[config.mk]
export PLATFORM = sky130hd
export DESIGN_NAME = fo_failover
export DESIGN_NICKNAME = d
export VERILOG_FILES = /design/src/hdl/fo_pkg.sv /design/src/hdl/fo_edge_mon.sv /design/src/hdl/fo_clr_pulse.sv /design/src/hdl/fo_failover.sv
export SDC_FILE = /design/constraint.sdc
export NUM_CORES = 1
export LEC_CHECK = 0
export ABC_AREA = 1
export BUFFER_PORTS_ARGS = -buffer_cell sky130_fd_sc_hd__clkbuf_2
export CAP_MARGIN = 20
export CORE_MARGIN = 2
export CORE_UTILIZATION = 45
export CTS_CLUSTER_SIZE = 12
export DETAILED_ROUTE_END_ITERATION = 7
export PLACE_DENSITY = 0.72
export RECOVER_POWER = 50
export SLEW_MARGIN = 20
export SYNTH_ARGS = -nofsm -noshare
export SYNTH_HDL_FRONTEND = slang
export SYNTH_HIERARCHICAL = 1
export SYNTH_SLANG_ARGS = --single-unit
export TNS_END_PERCENT = 20
[constraint.sdc]
create_clock -name clock -period 1.8 [get_ports clock]
set_input_delay 0.09 -clock clock [delete_from_list [all_inputs] [get_ports clock]]
set_output_delay 0.09 -clock clock [all_outputs]
set_load 0.1 [all_outputs]
[src/hdl/fo_pkg.sv]
// Shared constants, types and state layouts of the reference failover block
package fo_pkg;

   // ------------------------------------------------------------
   // Timing
   // ------------------------------------------------------------
   localparam int CLK_PERIOD_NS = 100;
   localparam int REF_PERIOD_NS = 800;
   localparam int STUCK_CYCLES = (REF_PERIOD_NS + CLK_PERIOD_NS - 1) / CLK_PERIOD_NS;
   localparam int CNT_W = 8;

   // ------------------------------------------------------------
   // Register bus
   // ------------------------------------------------------------
   localparam int AW = 4;
   localparam int DW = 32;
   localparam logic [AW-1:0] ADDR_CTRL = 4'h0;
   localparam logic [AW-1:0] ADDR_STATUS = 4'h4;
   localparam logic [AW-1:0] ADDR_IRQ_STAT = 4'h8;
   localparam logic [AW-1:0] ADDR_IRQ_MASK = 4'hc;
   localparam int CTRL_AUTO = 0;
   localparam int CTRL_PREF = 1;
   localparam int STAT_FAIL0 = 0;
   localparam int STAT_FAIL1 = 1;
   localparam int STAT_ACTIVE = 2;
   localparam int STAT_TARGET = 3;
   localparam int STAT_RUN = 4;
   localparam int STAT_STATE = 5;
   localparam int IRQ_W = 4;
   localparam int IRQ_FAIL0 = 0;
   localparam int IRQ_FAIL1 = 1;
   localparam int IRQ_SWITCH = 2;
   localparam int IRQ_STALL = 3;

   typedef struct packed {
      logic we;
      logic re;
      logic [AW-1:0] addr;
      logic [DW-1:0] wdata;
   } fo_bus_req_s;

   // ------------------------------------------------------------
   // States
   // ------------------------------------------------------------
   typedef enum logic [1:0] {
      FO_RUN = 2'h0,
      FO_ARM = 2'h1,
      FO_STALL = 2'h3
   } fo_state_e;

   typedef struct packed {
      logic auto_en;
      logic pref_sel;
      logic [1:0] fail_n;
      logic target;
      logic active;
      fo_state_e state;
      logic pll_run;
      logic [IRQ_W-1:0] irq_stat;
      logic [IRQ_W-1:0] irq_mask;
      logic irq;
      logic [DW-1:0] rdata;
   } fo_main_s;

   localparam fo_main_s MAIN_RST = '{auto_en: 1'b0, pref_sel: 1'b0, fail_n: 2'h3,
      target: 1'b0, active: 1'b0, state: FO_RUN, pll_run: 1'b1, irq_stat: 4'h0,
      irq_mask: 4'h0, irq: 1'b0, rdata: 32'h0};

   typedef struct packed {
      logic prev;
      logic valid;
      logic [CNT_W-1:0] cnt;
      logic fall;
      logic stuck;
   } fo_mon_s;

   localparam fo_mon_s MON_RST = '{prev: 1'b0, valid: 1'b0, cnt: 8'h0, fall: 1'b0,
      stuck: 1'b0};

   typedef struct packed {
      logic prev;
      logic pulse;
   } fo_clr_s;

   localparam fo_clr_s CLR_RST = '{prev: 1'b1, pulse: 1'b0};

endpackage : fo_pkg

[src/hdl/fo_edge_mon.sv]
// Stuck-clock monitor for one reference input
`timescale 1ns/1ps
module fo_edge_mon #(
   parameter int STUCK = fo_pkg::STUCK_CYCLES
) (
   input wire logic clock,
   input wire logic rst_n,
   input wire logic clk_in,
   input wire logic clr,
   output logic fall,
   output logic stuck
);
   import fo_pkg::*;

   localparam logic [CNT_W-1:0] LIM = CNT_W'(STUCK);

   fo_mon_s q;
   fo_mon_s next_q;

   // ------------------------------------------------------------
   // Edge window
   // ------------------------------------------------------------
   always_comb begin
      next_q = q;
      next_q.prev = clk_in;
      next_q.fall = q.prev & ~clk_in;
      if (clk_in != q.prev) begin
         next_q.cnt = '0;
         next_q.valid = 1'b1;
      end else if (clr) begin
         next_q.cnt = '0;
      end else if (q.cnt != LIM) begin
         next_q.cnt = q.cnt + 8'h1;
      end
      next_q.stuck = next_q.valid & (next_q.cnt == LIM);
   end

   always_ff @(posedge clock or negedge rst_n) begin
      if (!rst_n) begin
         q <= MON_RST;
      end else begin
         q <= next_q;
      end
   end

   assign fall = q.fall;
   assign stuck = q.stuck;
endmodule : fo_edge_mon

[src/hdl/fo_clr_pulse.sv]
// One-shot pulse on the falling edge of the flag-clear pin
`timescale 1ns/1ps
module fo_clr_pulse (
   input wire logic clock,
   input wire logic rst_n,
   input wire logic clear_n,
   output logic pulse
);
   import fo_pkg::*;

   fo_clr_s q;
   fo_clr_s next_q;

   always_comb begin
      next_q.prev = clear_n;
      next_q.pulse = q.prev & ~clear_n;
   end

   always_ff @(posedge clock or negedge rst_n) begin
      if (!rst_n) begin
         q <= CLR_RST;
      end else begin
         q <= next_q;
      end
   end

   assign pulse = q.pulse;
endmodule : fo_clr_pulse

[src/hdl/fo_failover.sv]
// Failure monitor and reference switch for two redundant clock inputs
//
// Local design decisions: the placing of the registers and the address-and-strobe port.
`timescale 1ns/1ps
module fo_failover (
   input wire logic clock,
   input wire logic rstn,
   input wire logic ref_input_zero,
   input wire logic ref_input_one,
   input wire logic alarm_clear_n,
   input fo_pkg::fo_bus_req_s bus_req,
   output logic [fo_pkg::DW-1:0] rd_data,
   output logic [1:0] input_fail_flag_n,
   output logic active_input_indicator,
   output logic pll_run,
   output logic irq
);
   import fo_pkg::*;

   // ------------------------------------------------------------
   // Reset release
   // ------------------------------------------------------------
   logic rst_meta;
   logic rst_n;

   always_ff @(posedge clock or negedge rstn) begin
      if (!rstn) begin
         rst_meta <= 1'b0;
         rst_n <= 1'b0;
      end else begin
         rst_meta <= 1'b1;
         rst_n <= rst_meta;
      end
   end

   // ------------------------------------------------------------
   // Input monitors
   // ------------------------------------------------------------
   logic [1:0] ref_in;
   logic [1:0] fall;
   logic [1:0] stuck;
   logic clr;

   assign ref_in = {ref_input_one, ref_input_zero};

   fo_clr_pulse u_clr (
      .clock(clock),
      .rst_n(rst_n),
      .clear_n(alarm_clear_n),
      .pulse(clr)
   );

   generate
      for (genvar i = 0; i < 2; i++) begin : g_mon
         // Both inputs always watched, whatever the mode
         fo_edge_mon #(
            .STUCK(STUCK_CYCLES)
         ) u_mon (
            .clock(clock),
            .rst_n(rst_n),
            .clk_in(ref_in[i]),
            .clr(clr),
            .fall(fall[i]),
            .stuck(stuck[i])
         );
      end
   endgenerate

   // ------------------------------------------------------------
   // Main state
   // ------------------------------------------------------------
   fo_main_s q;
   fo_main_s next_q;
   logic [1:0] new_fail;
   logic [IRQ_W-1:0] irq_ev;
   logic [IRQ_W-1:0] w1c;
   logic pref;
   logic held;

   always_comb begin
      next_q = q;
      irq_ev = '0;
      w1c = '0;
      pref = q.pref_sel;
      held = ~&q.fail_n;
      new_fail = stuck & q.fail_n;

      // Register writes
      if (bus_req.we) begin
         unique case (bus_req.addr)
            ADDR_CTRL: begin
               next_q.auto_en = bus_req.wdata[CTRL_AUTO];
               next_q.pref_sel = bus_req.wdata[CTRL_PREF];
            end
            ADDR_IRQ_STAT: w1c = bus_req.wdata[IRQ_W-1:0];
            ADDR_IRQ_MASK: next_q.irq_mask = bus_req.wdata[IRQ_W-1:0];
            default: begin
            end
         endcase
      end

      // Register reads, data in the following cycle
      next_q.rdata = '0;
      if (bus_req.re) begin
         unique case (bus_req.addr)
            ADDR_CTRL: begin
               next_q.rdata[CTRL_AUTO] = q.auto_en;
               next_q.rdata[CTRL_PREF] = q.pref_sel;
            end
            ADDR_STATUS: begin
               next_q.rdata[STAT_FAIL0] = q.fail_n[0];
               next_q.rdata[STAT_FAIL1] = q.fail_n[1];
               next_q.rdata[STAT_ACTIVE] = q.active;
               next_q.rdata[STAT_TARGET] = q.target;
               next_q.rdata[STAT_RUN] = q.pll_run;
               next_q.rdata[STAT_STATE +: 2] = q.state;
            end
            ADDR_IRQ_STAT: next_q.rdata[IRQ_W-1:0] = q.irq_stat;
            ADDR_IRQ_MASK: next_q.rdata[IRQ_W-1:0] = q.irq_mask;
            default: next_q.rdata = '0;
         endcase
      end

      // Failure flags, a new failure beats the clear
      for (int i = 0; i < 2; i++) begin
         if (clr) begin
            next_q.fail_n[i] = 1'b1;
         end
         if (stuck[i]) begin
            next_q.fail_n[i] = 1'b0;
         end
      end
      irq_ev[IRQ_FAIL0] = new_fail[0];
      irq_ev[IRQ_FAIL1] = new_fail[1];

      // Reference choice
      if (!q.auto_en || !held || clr) begin
         next_q.target = pref;
      end
      if (q.auto_en && new_fail[q.target] && q.fail_n[~q.target] && !stuck[~q.target]) begin
         next_q.target = ~q.target;
      end

      // Switch sequencing
      unique case (q.state)
         FO_RUN: begin
            if (next_q.fail_n == 2'h0) begin
               next_q.state = FO_STALL;
               irq_ev[IRQ_STALL] = 1'b1;
            end else if (next_q.target != q.active) begin
               next_q.state = FO_ARM;
            end
         end
         FO_ARM: begin
            if (next_q.fail_n == 2'h0) begin
               next_q.state = FO_STALL;
               irq_ev[IRQ_STALL] = 1'b1;
            end else if (q.target == q.active) begin
               next_q.state = FO_RUN;
            end else if (fall[q.target]) begin
               next_q.active = q.target;
               next_q.state = FO_RUN;
               irq_ev[IRQ_SWITCH] = 1'b1;
            end
         end
         FO_STALL: begin
            if (next_q.fail_n != 2'h0) begin
               next_q.state = FO_RUN;
            end
         end
         default: next_q.state = FO_RUN;
      endcase
      next_q.pll_run = (next_q.state != FO_STALL);

      // Sticky events, set wins over clear
      next_q.irq_stat = (q.irq_stat & ~w1c) | irq_ev;
      next_q.irq = |(next_q.irq_stat & next_q.irq_mask);
   end

   always_ff @(posedge clock or negedge rst_n) begin
      if (!rst_n) begin
         q <= MAIN_RST;
      end else begin
         q <= next_q;
      end
   end

   // ------------------------------------------------------------
   // Outputs
   // ------------------------------------------------------------
   assign rd_data = q.rdata;
   assign input_fail_flag_n = q.fail_n;
   assign active_input_indicator = q.active;
   assign pll_run = q.pll_run;
   assign irq = q.irq;
endmodule : fo_failover

# Word level (Yosys, flattened, before mapping)
# Cells that the tools add are included.
# op_classes
add_sub_neg,2
magnitude_cmp,2
n_eq_ne,14
mux,43
n_bitwise,16
n_reduce_logical,16
# ops
cell,count
8-bit 2-to-1 mux,6
1-bit 2-to-1 mux,22
"8-bit by 1-bit adder with 8-bit output, second input constant",2
"8-bit by 4-bit equality test with 1-bit output, second input constant",2
4-bit 2-to-1 mux,4
"8-bit by 4-bit != test with 1-bit output, second input constant",2
2-bit 2-to-1 mux,6
2-bit one-hot mux with 3 select lines,2
4-bit bitwise AND,2
"4-bit equality test, second input constant",2
2-bit one-hot mux with 4 select lines,1
7-bit 2-to-1 mux,1
1-bit inverter,6
1-bit bitwise AND,5
"4-bit by 3-bit equality test with 1-bit output, second input constant",1
2-bit zero test,2
4-bit zero test,1
"1-bit by 2-bit < comparator with 1-bit output, second input constant",2
4-bit inverter,1
4-bit OR,1
2-bit AND reduction,2
4-bit AND reduction,1
4-bit OR reduction,1
1-bit logical AND,3
other kinds (11),15
# totals
ff_bits,78
word_cells,118

# Logic depth before layout (Yosys ltp)
# Gate-level depths: netlist (run 1).
# depth
depth_word,12
mapped_depth,11
depth_no_buf,11

# Hierarchy
# Netlist (run 1), hierarchy kept.
# by_module_without_submodules
module,instances,cells_per_inst,area_each_um2
fo_failover,1,198,1536.5
fo_edge_mon,2,95,678.2
fo_clr_pulse,1,4,61.3

# Worst setup path after synthesis (run 1)
# No wires, ideal clock.
# synth_path
path_type,reg-to-reg
start,"register q, in the netlist active_input_indicator"
end,"register q, in the netlist irq"
setup_ns,0.068
arrival_ns,1.636
required_ns,1.732
path_slack_ns,0.096
stages_incl_launch_ff,7
path_buffers,0
synth_period_minus_slack_ns,1.704
cell_sequence,dfrtp_1 inv_1 a21oi_1 nand3_1 nand2_1 nand2_1 nand3_1
# synth_lines
element,line,source
from (decl),fo_failover.sv:72,fo_main_s q;
from (signal assigned),fo_failover.sv:184,q <= next_q;

==> results.cfg, run 1 <==
[run_status]
outcome = completed

[routing]
drt_wl_total_um = 5100
drt_first_pass_iters = 4
num_vias = 2314
vias_per_cell = 4.64
drtIter0Drc = 146
drc = 0
antenna_left = 0
wl_per_cell_um = 10.2

[worst_setup_path]
start_kind = input pin
crit_chain = dlygate4sd3_1, clkbuf_1, inv_1, ha_1, inv_1, nor2_1, and2_4, nand2_1, nand3_1, nor2_1
crit_arrival_ns = 1.80
critPathRequiredTime_ns = 2.01
endpoint_kind = flop
worst-r2r-setup-slack_ns = 0.28
crit_fanout = 4
slowest_delay_ns = 0.52
worstSetupPathType = input pin to flop
cp_slowest_cell = dlygate4sd3_1

[floorplan]
initial_core_util_pct = 46.5
die_area_um2 = 7230
dieWidth_um = 85.0
ios = 80
core_area_um2 = 6350
die_h_um = 85.0
num_rows = 29

[global_route]
globalRouteTotalUtil_pct = 15.3
antenna_found_initial = 0
grt_pass1_vias = 2172
grt_max_degree = 23
grt_pass1_wl_um = 9050
grt_overflow = 0

[final_layout]
nNetsFinal = 470
num_antenna_cells = 0
fill_cells = 628
area_growth_pct = 6.95
layout-drive-gt1-share_pct = 13.5

[clock_tree]
post_cts_resized = 0
clk_latency_ns = 0.31
cts_setup_buffers = 0
clk_pin_slew_worst_paths_ns = 0.09
cts_hold_buf = 4
cts_max_path_buffers = 2
cts_root_buffer = clkbuf_8
htree_levels = 2
numClockSinks = 53
cts_tree = yes
cts_buffers = 5

[placement]
gp_routability_congestion = 0.841
io_buffers = 26
dpl.hpwl_um = 4040

[logic_synthesis]
yosys-top-cells-area = dfrtp_1 42%, nand2_1 14%, buf_4 8.6%, inv_1 8.1%, nand3_1 6.1%
synth_top_area_cell = dfrtp_1
avgSynthCellArea_um2 = 7.54
synth.top_cell.area_share_pct = 41.5
synth.cell_area_um2 = 2950
syn_inst = 392
ys.warnings.count = 6
synthDistinctLibCells = 29
yosysSeqAreaShare_pct = 45.1
yosys_register_bits = 53

[sta]
tns_ns = 0
grt_setup_unrepaired = no
final-setup-viol-count = 0
hold_violations = 0
finClkSkew_ns = 0.00374
hold_slack_ns = 0.0131
maxSlewHeadroom_pct = 53.5
max_freq_ghz = 0.629
fin_crit_sh_pct = 88.3
finalMaxSlewViolations = 0
final.min_clock_period_ns = 1.59
worst_pin_slew_ns = 0.698

[power]
power_density_nw_per_um2 = 962
p_total_mw = 3.04
peakVddDrop_uv = 541
power_leakage_nw = 1.82

[hold_path]
min_path_type = input pin to flop

[job]
drv_cap = 0
==> critical path: cells and delay by family <==
kind                     cells  cell delay (ns)
buffers and inverters        4             0.75
AND/OR/NAND/NOR              5             0.66
adder cells (fa/ha/maj)      1             0.29
==> through the flow <==
step / cell area (um^2) / cells / util [%] / setup WS, ns
final: 3160 / 499 / 49.8 / 0.211
after detailed placement: 3040 / 487 / 47.9 / 0.318
after global routing: 3160 / 499 / 49.8 / 0.109
after floorplan: 3040 / 416 / - / 0.0956
after CTS: 3200 / 499 / 50.4 / 0.242
after global placement: 3040 / 487 / 47.9 / 0.325
==> report_power, final <==
part | switching, mW | internal [mW]
Clock | 0.374 | 0.453
Sequential | 0.0970 | 1.31
Combinational | 0.653 | 0.157
==> layout make-up <==
| class | instances | area [um^2] | share of cell area, % |
|---|---|---|---|
| Inverter | 72 | 270 | 8.55 |
| Multi-Input combinational cell | 257 | 1170 | 37.0 |
| Tap cell | 77 | 96.3 | 3.05 |
| Clock inverter | 1 | 30.0 | 0.950 |
| Timing Repair Buffer | 32 | 175 | 5.54 |
| Clock buffer | 7 | 86.3 | 2.73 |
| Sequential cell | 53 | 1330 | 42.1 |
==> metal layers <==
metal  part of all wire [%]  GRT usage [%]  wire length (um)
met5                      0              0                 0
met1                     46           19.6              2360
met4                    1.5           4.76                74
met2                     47           26.0              2420
met3                    4.9           3.11               248
==> synth_stat cells <==
library cell and number:
nand2_4 1, nand2_2 3, inv_2 8, a21oi_1 1, o21ai_2 1, nor3_2 1
nand2_1 109, nor2_2 5, and3_1 1, a41oi_1 2, conb_1 2, or2_2 2
a21oi_2 2, and2_4 2, xnor2_1 2, nand4_1 1, o21ai_1 3, inv_1 64
o211ai_1 2, nor2_4 1, or2_0 1, nor2_1 40, o21a_1 1, dfrtp_1 49
nand3_1 36, dfstp_2 4, buf_4 34, o21ai_0 8, ha_1 6
==> cell usage in the layout, fill, tap and decap left out, drive strengths merged <==
| cell | Yosys | routed |
|---|---|---|
| nand3 | 36 | 36 |
| xnor2 | 2 | 2 |
| clkinv | 0 | 1 |
| ha | 6 | 6 |
| nor3 | 1 | 1 |
| nand2 | 113 | 113 |
| nand4 | 1 | 1 |
| and3 | 1 | 1 |
| o21ai | 12 | 12 |
| inv | 72 | 71 |
| and2 | 2 | 2 |
| conb | 2 | 26 |
| o211ai | 2 | 2 |
| dfrtp | 49 | 49 |
| clkbuf | 0 | 35 |
| or2 | 3 | 3 |
| bufinv | 0 | 1 |
| dlygate4sd3 | 0 | 4 |
| o21a | 1 | 1 |
| a21oi | 3 | 3 |
| a41oi | 2 | 2 |
| nor2 | 46 | 46 |
| dfstp | 4 | 4 |
==> cells by family (layout without fill, tap and decap cells) <==
kind of cell	Yosys count	count (layout)	synth area share [%]
and+or+nand+nor	203	203	29.5
AOI/OAI and AO/OA	20	20	4.28
DFF	53	53	45.1
adders and majority gates	6	6	2.54
xor gates and xnor gates	2	2	0.593
buffers and inverters	106	112	17.8
other	2	26	0.254
==> final timing paths <==
| path | from | to | depth (start not counted) |
|---|---|---|---|
| max | ref_input_zero | g_mon[0].u_mon/stuck | 10 |
| min | bus_req[36] | rd_data[3] | 3 |
| max reg2reg | g_mon[1].u_mon/q[11] | g_mon[1].u_mon/stuck | 7 |
| min reg2reg | rst_n | g_mon[1].u_mon/q[7] | 0 |
| max in group asynchronous | rst_n | g_mon[0].u_mon/fall | 1 |
| min in group asynchronous | rstn | rst_meta | 2 |
==> state kept, by name (all words and copies together), names as in the netlist, 2 cells and up <==
| register | count |
|---|---|
| g_mon.u_mon/q | 20 |
| q | 12 |
| rd_data | 7 |
| g_mon.u_mon/fall | 2 |
| g_mon.u_mon/stuck | 2 |
| input_fail_flag_n | 2 |
(Power assumes the default switching activity.)
==> run 2: changes to the inputs <==
BUFFER_PORTS_ARGS = -buffer_cell sky130_fd_sc_hd__buf_2   (was -buffer_cell sky130_fd_sc_hd__clkbuf_2)
==> run 2 against run 1 <==
  * Via count down 1.9%
  * Clock power decreased by 23%
  * Sequential share of layout area rose by 0.29 points
  * Combinational power barely moved
  * Critical path depth unchanged
==> results.cfg, run 2 (synthesis results as in run 1) <==
[sta]
final.min_clock_period_ns = 1.59
worst_pin_slew_ns = 0.926
fin_crit_sh_pct = 88.3
finalMaxSlewViolations = 0
hold_violations = 0
grt_setup_unrepaired = no
finClkSkew_ns = 0.00332
maxSlewHeadroom_pct = 38.3
max_freq_ghz = 0.629
tns_ns = 0
final-setup-viol-count = 0
setup_slack_ns = 0.210

[hold_path]
holdPathStages = 3
min_path_type = input pin to flop

[placement]
io_buffers = 26
place_ws_ns = 0.294
gp_routability_congestion = 0.857
dpl.hpwl_um = 3910
place_inst = 486

[worst_setup_path]
crit_fanout = 4
ff2ff_path_depth = 10
crit_arrival_ns = 1.78
start_kind = input pin
critPathRequiredTime_ns = 1.99
worstSetupPathType = input pin to flop
endpoint_kind = flop

[clock_tree]
cts_setup_buffers = 0
cts_root_buffer = clkbuf_8
htree_levels = 2
cts_buffers = 5
clk_pin_slew_worst_paths_ns = 0.09
clk_latency_ns = 0.29
cts_max_path_buffers = 2
cts_tree = yes
numClockSinks = 53

[routing]
drtIter0Drc = 81
wl_per_cell_um = 10.2
drc = 0
antenna_left = 0
num_vias = 2271
drt_first_pass_iters = 4
drt_wl_total_um = 5080
vias_per_cell = 4.56

[floorplan]
ios = 80
num_rows = 29
dieWidth_um = 85.0
die_h_um = 85.0
die_area_um2 = 7230
initial_core_util_pct = 46.5
core_area_um2 = 6350

[job]
drv_cap = 0

[final_layout]
layout-drive-gt1-share_pct = 13.1
fin_cells = 498
final_common_cell = nand2_1
area_growth_pct = 6.23
largest_register_ff_count = 20
ff_latch_area_um2 = 1330
multi_input_area_um2 = 1170
nNetsFinal = 469
fill_cells = 629
layout_common_cells = 110 x nand2_1, 65 x inv_1, 49 x dfrtp_1
top_register = g_mon.u_mon/q
num_antenna_cells = 0

[global_route]
globalRouteTotalUtil_pct = 14.9
grt_overflow = 0
grt_max_degree = 30
grt_pass1_vias = 2105
grt_pass1_wl_um = 8870
antenna_found_initial = 0

[power]
power_density_nw_per_um2 = 909
peakVddDrop_uv = 538
p_total_mw = 2.85
power_leakage_nw = 1.80

[run_status]
outcome = completed
## run 2: cell types whose count changed in the layout (fill, tap and decap cells not counted), moves of 2 or more
| cell | previous run | this run |
|---|---|---|
| clkinv_2 | 0 | 2 |
| clkbuf_2 | 24 | 0 |
| buf_2 | 0 | 22 |
| dfstp_2 | 4 | 2 |
| dfstp_1 | 0 | 2 |
## run 2: cell type report
type	instances	share of cell area, %
Sequential cell	53	42.4
Clock buffer	6	2.31
Clock inverter	2	0.319
Inverter	72	8.61
Multi-Input combinational cell	257	37.4
Timing Repair Buffer	31	5.90
Tap cell	77	3.07
## run 2: final timing paths
check / start / endpoint / slack (ns)
worst max-delay path: ref_input_zero / g_mon[0].u_mon/stuck / 0.21
worst min-delay path: bus_req[36] / rd_data[3] / 0.03
worst max register to register: u_clr/pulse / irq / 0.30
max in group asynchronous: rst_n / u_clr/q[1] / 0.68
min in group asynchronous: rstn / rst_meta / 0.10
worst min register to register: rst_meta / rst_n / 0.36
## run 2: power breakdown
group / internal [mW] / total, mW / switching [mW]
clock network: 0.271 / 0.637 / 0.367
registers: 1.31 / 1.40 / 0.0976
logic: 0.161 / 0.813 / 0.652
## run 2: per-stage QoR
stage	instance area [um^2]	util [%]	hold slack, ns
global placement	3040	47.8	-0.124
floorplan	3040	-	-0.206
global route	3140	49.4	0.0201
detailed placement	3040	47.8	-0.123
CTS	3160	49.8	0.0222
finish	3140	49.4	0.0346
## run 2: routing by layer
| metal | part of all wire [%] | wire length [um] | GRT usage (%) | vias to the layer above |
|---|---|---|---|---|
| li1 | - | - | - | 1181 |
| met1 | 46 | 2360 | 18.7 | 1045 |
| met2 | 48 | 2450 | 26.1 | 43 |
| met3 | 4.8 | 242 | 3.31 | 2 |
| met4 | 0.49 | 25 | 3.17 | 0 |
| met5 | 0 | 0 | 0 | - |
## run 2: repair_timing
| item | in CTS | in global routing |
|---|---|---|
| endpoints found under the setup margin | 0 | 0 |
| hold buffers | 4 | 0 |
| hold endpoints to repair | 6 | 0 |
| resized for setup | 0 | 0 |
## run 2: worst max-delay path, cell delays in order
cell           delay, ns
dlygate4sd3_1       0.52
clkbuf_1            0.12
inv_1               0.05
ha_1                0.28
inv_1               0.06
nor2_1              0.23
and2_4              0.22
nand2_1             0.07
nand3_1             0.08
nor2_1              0.05
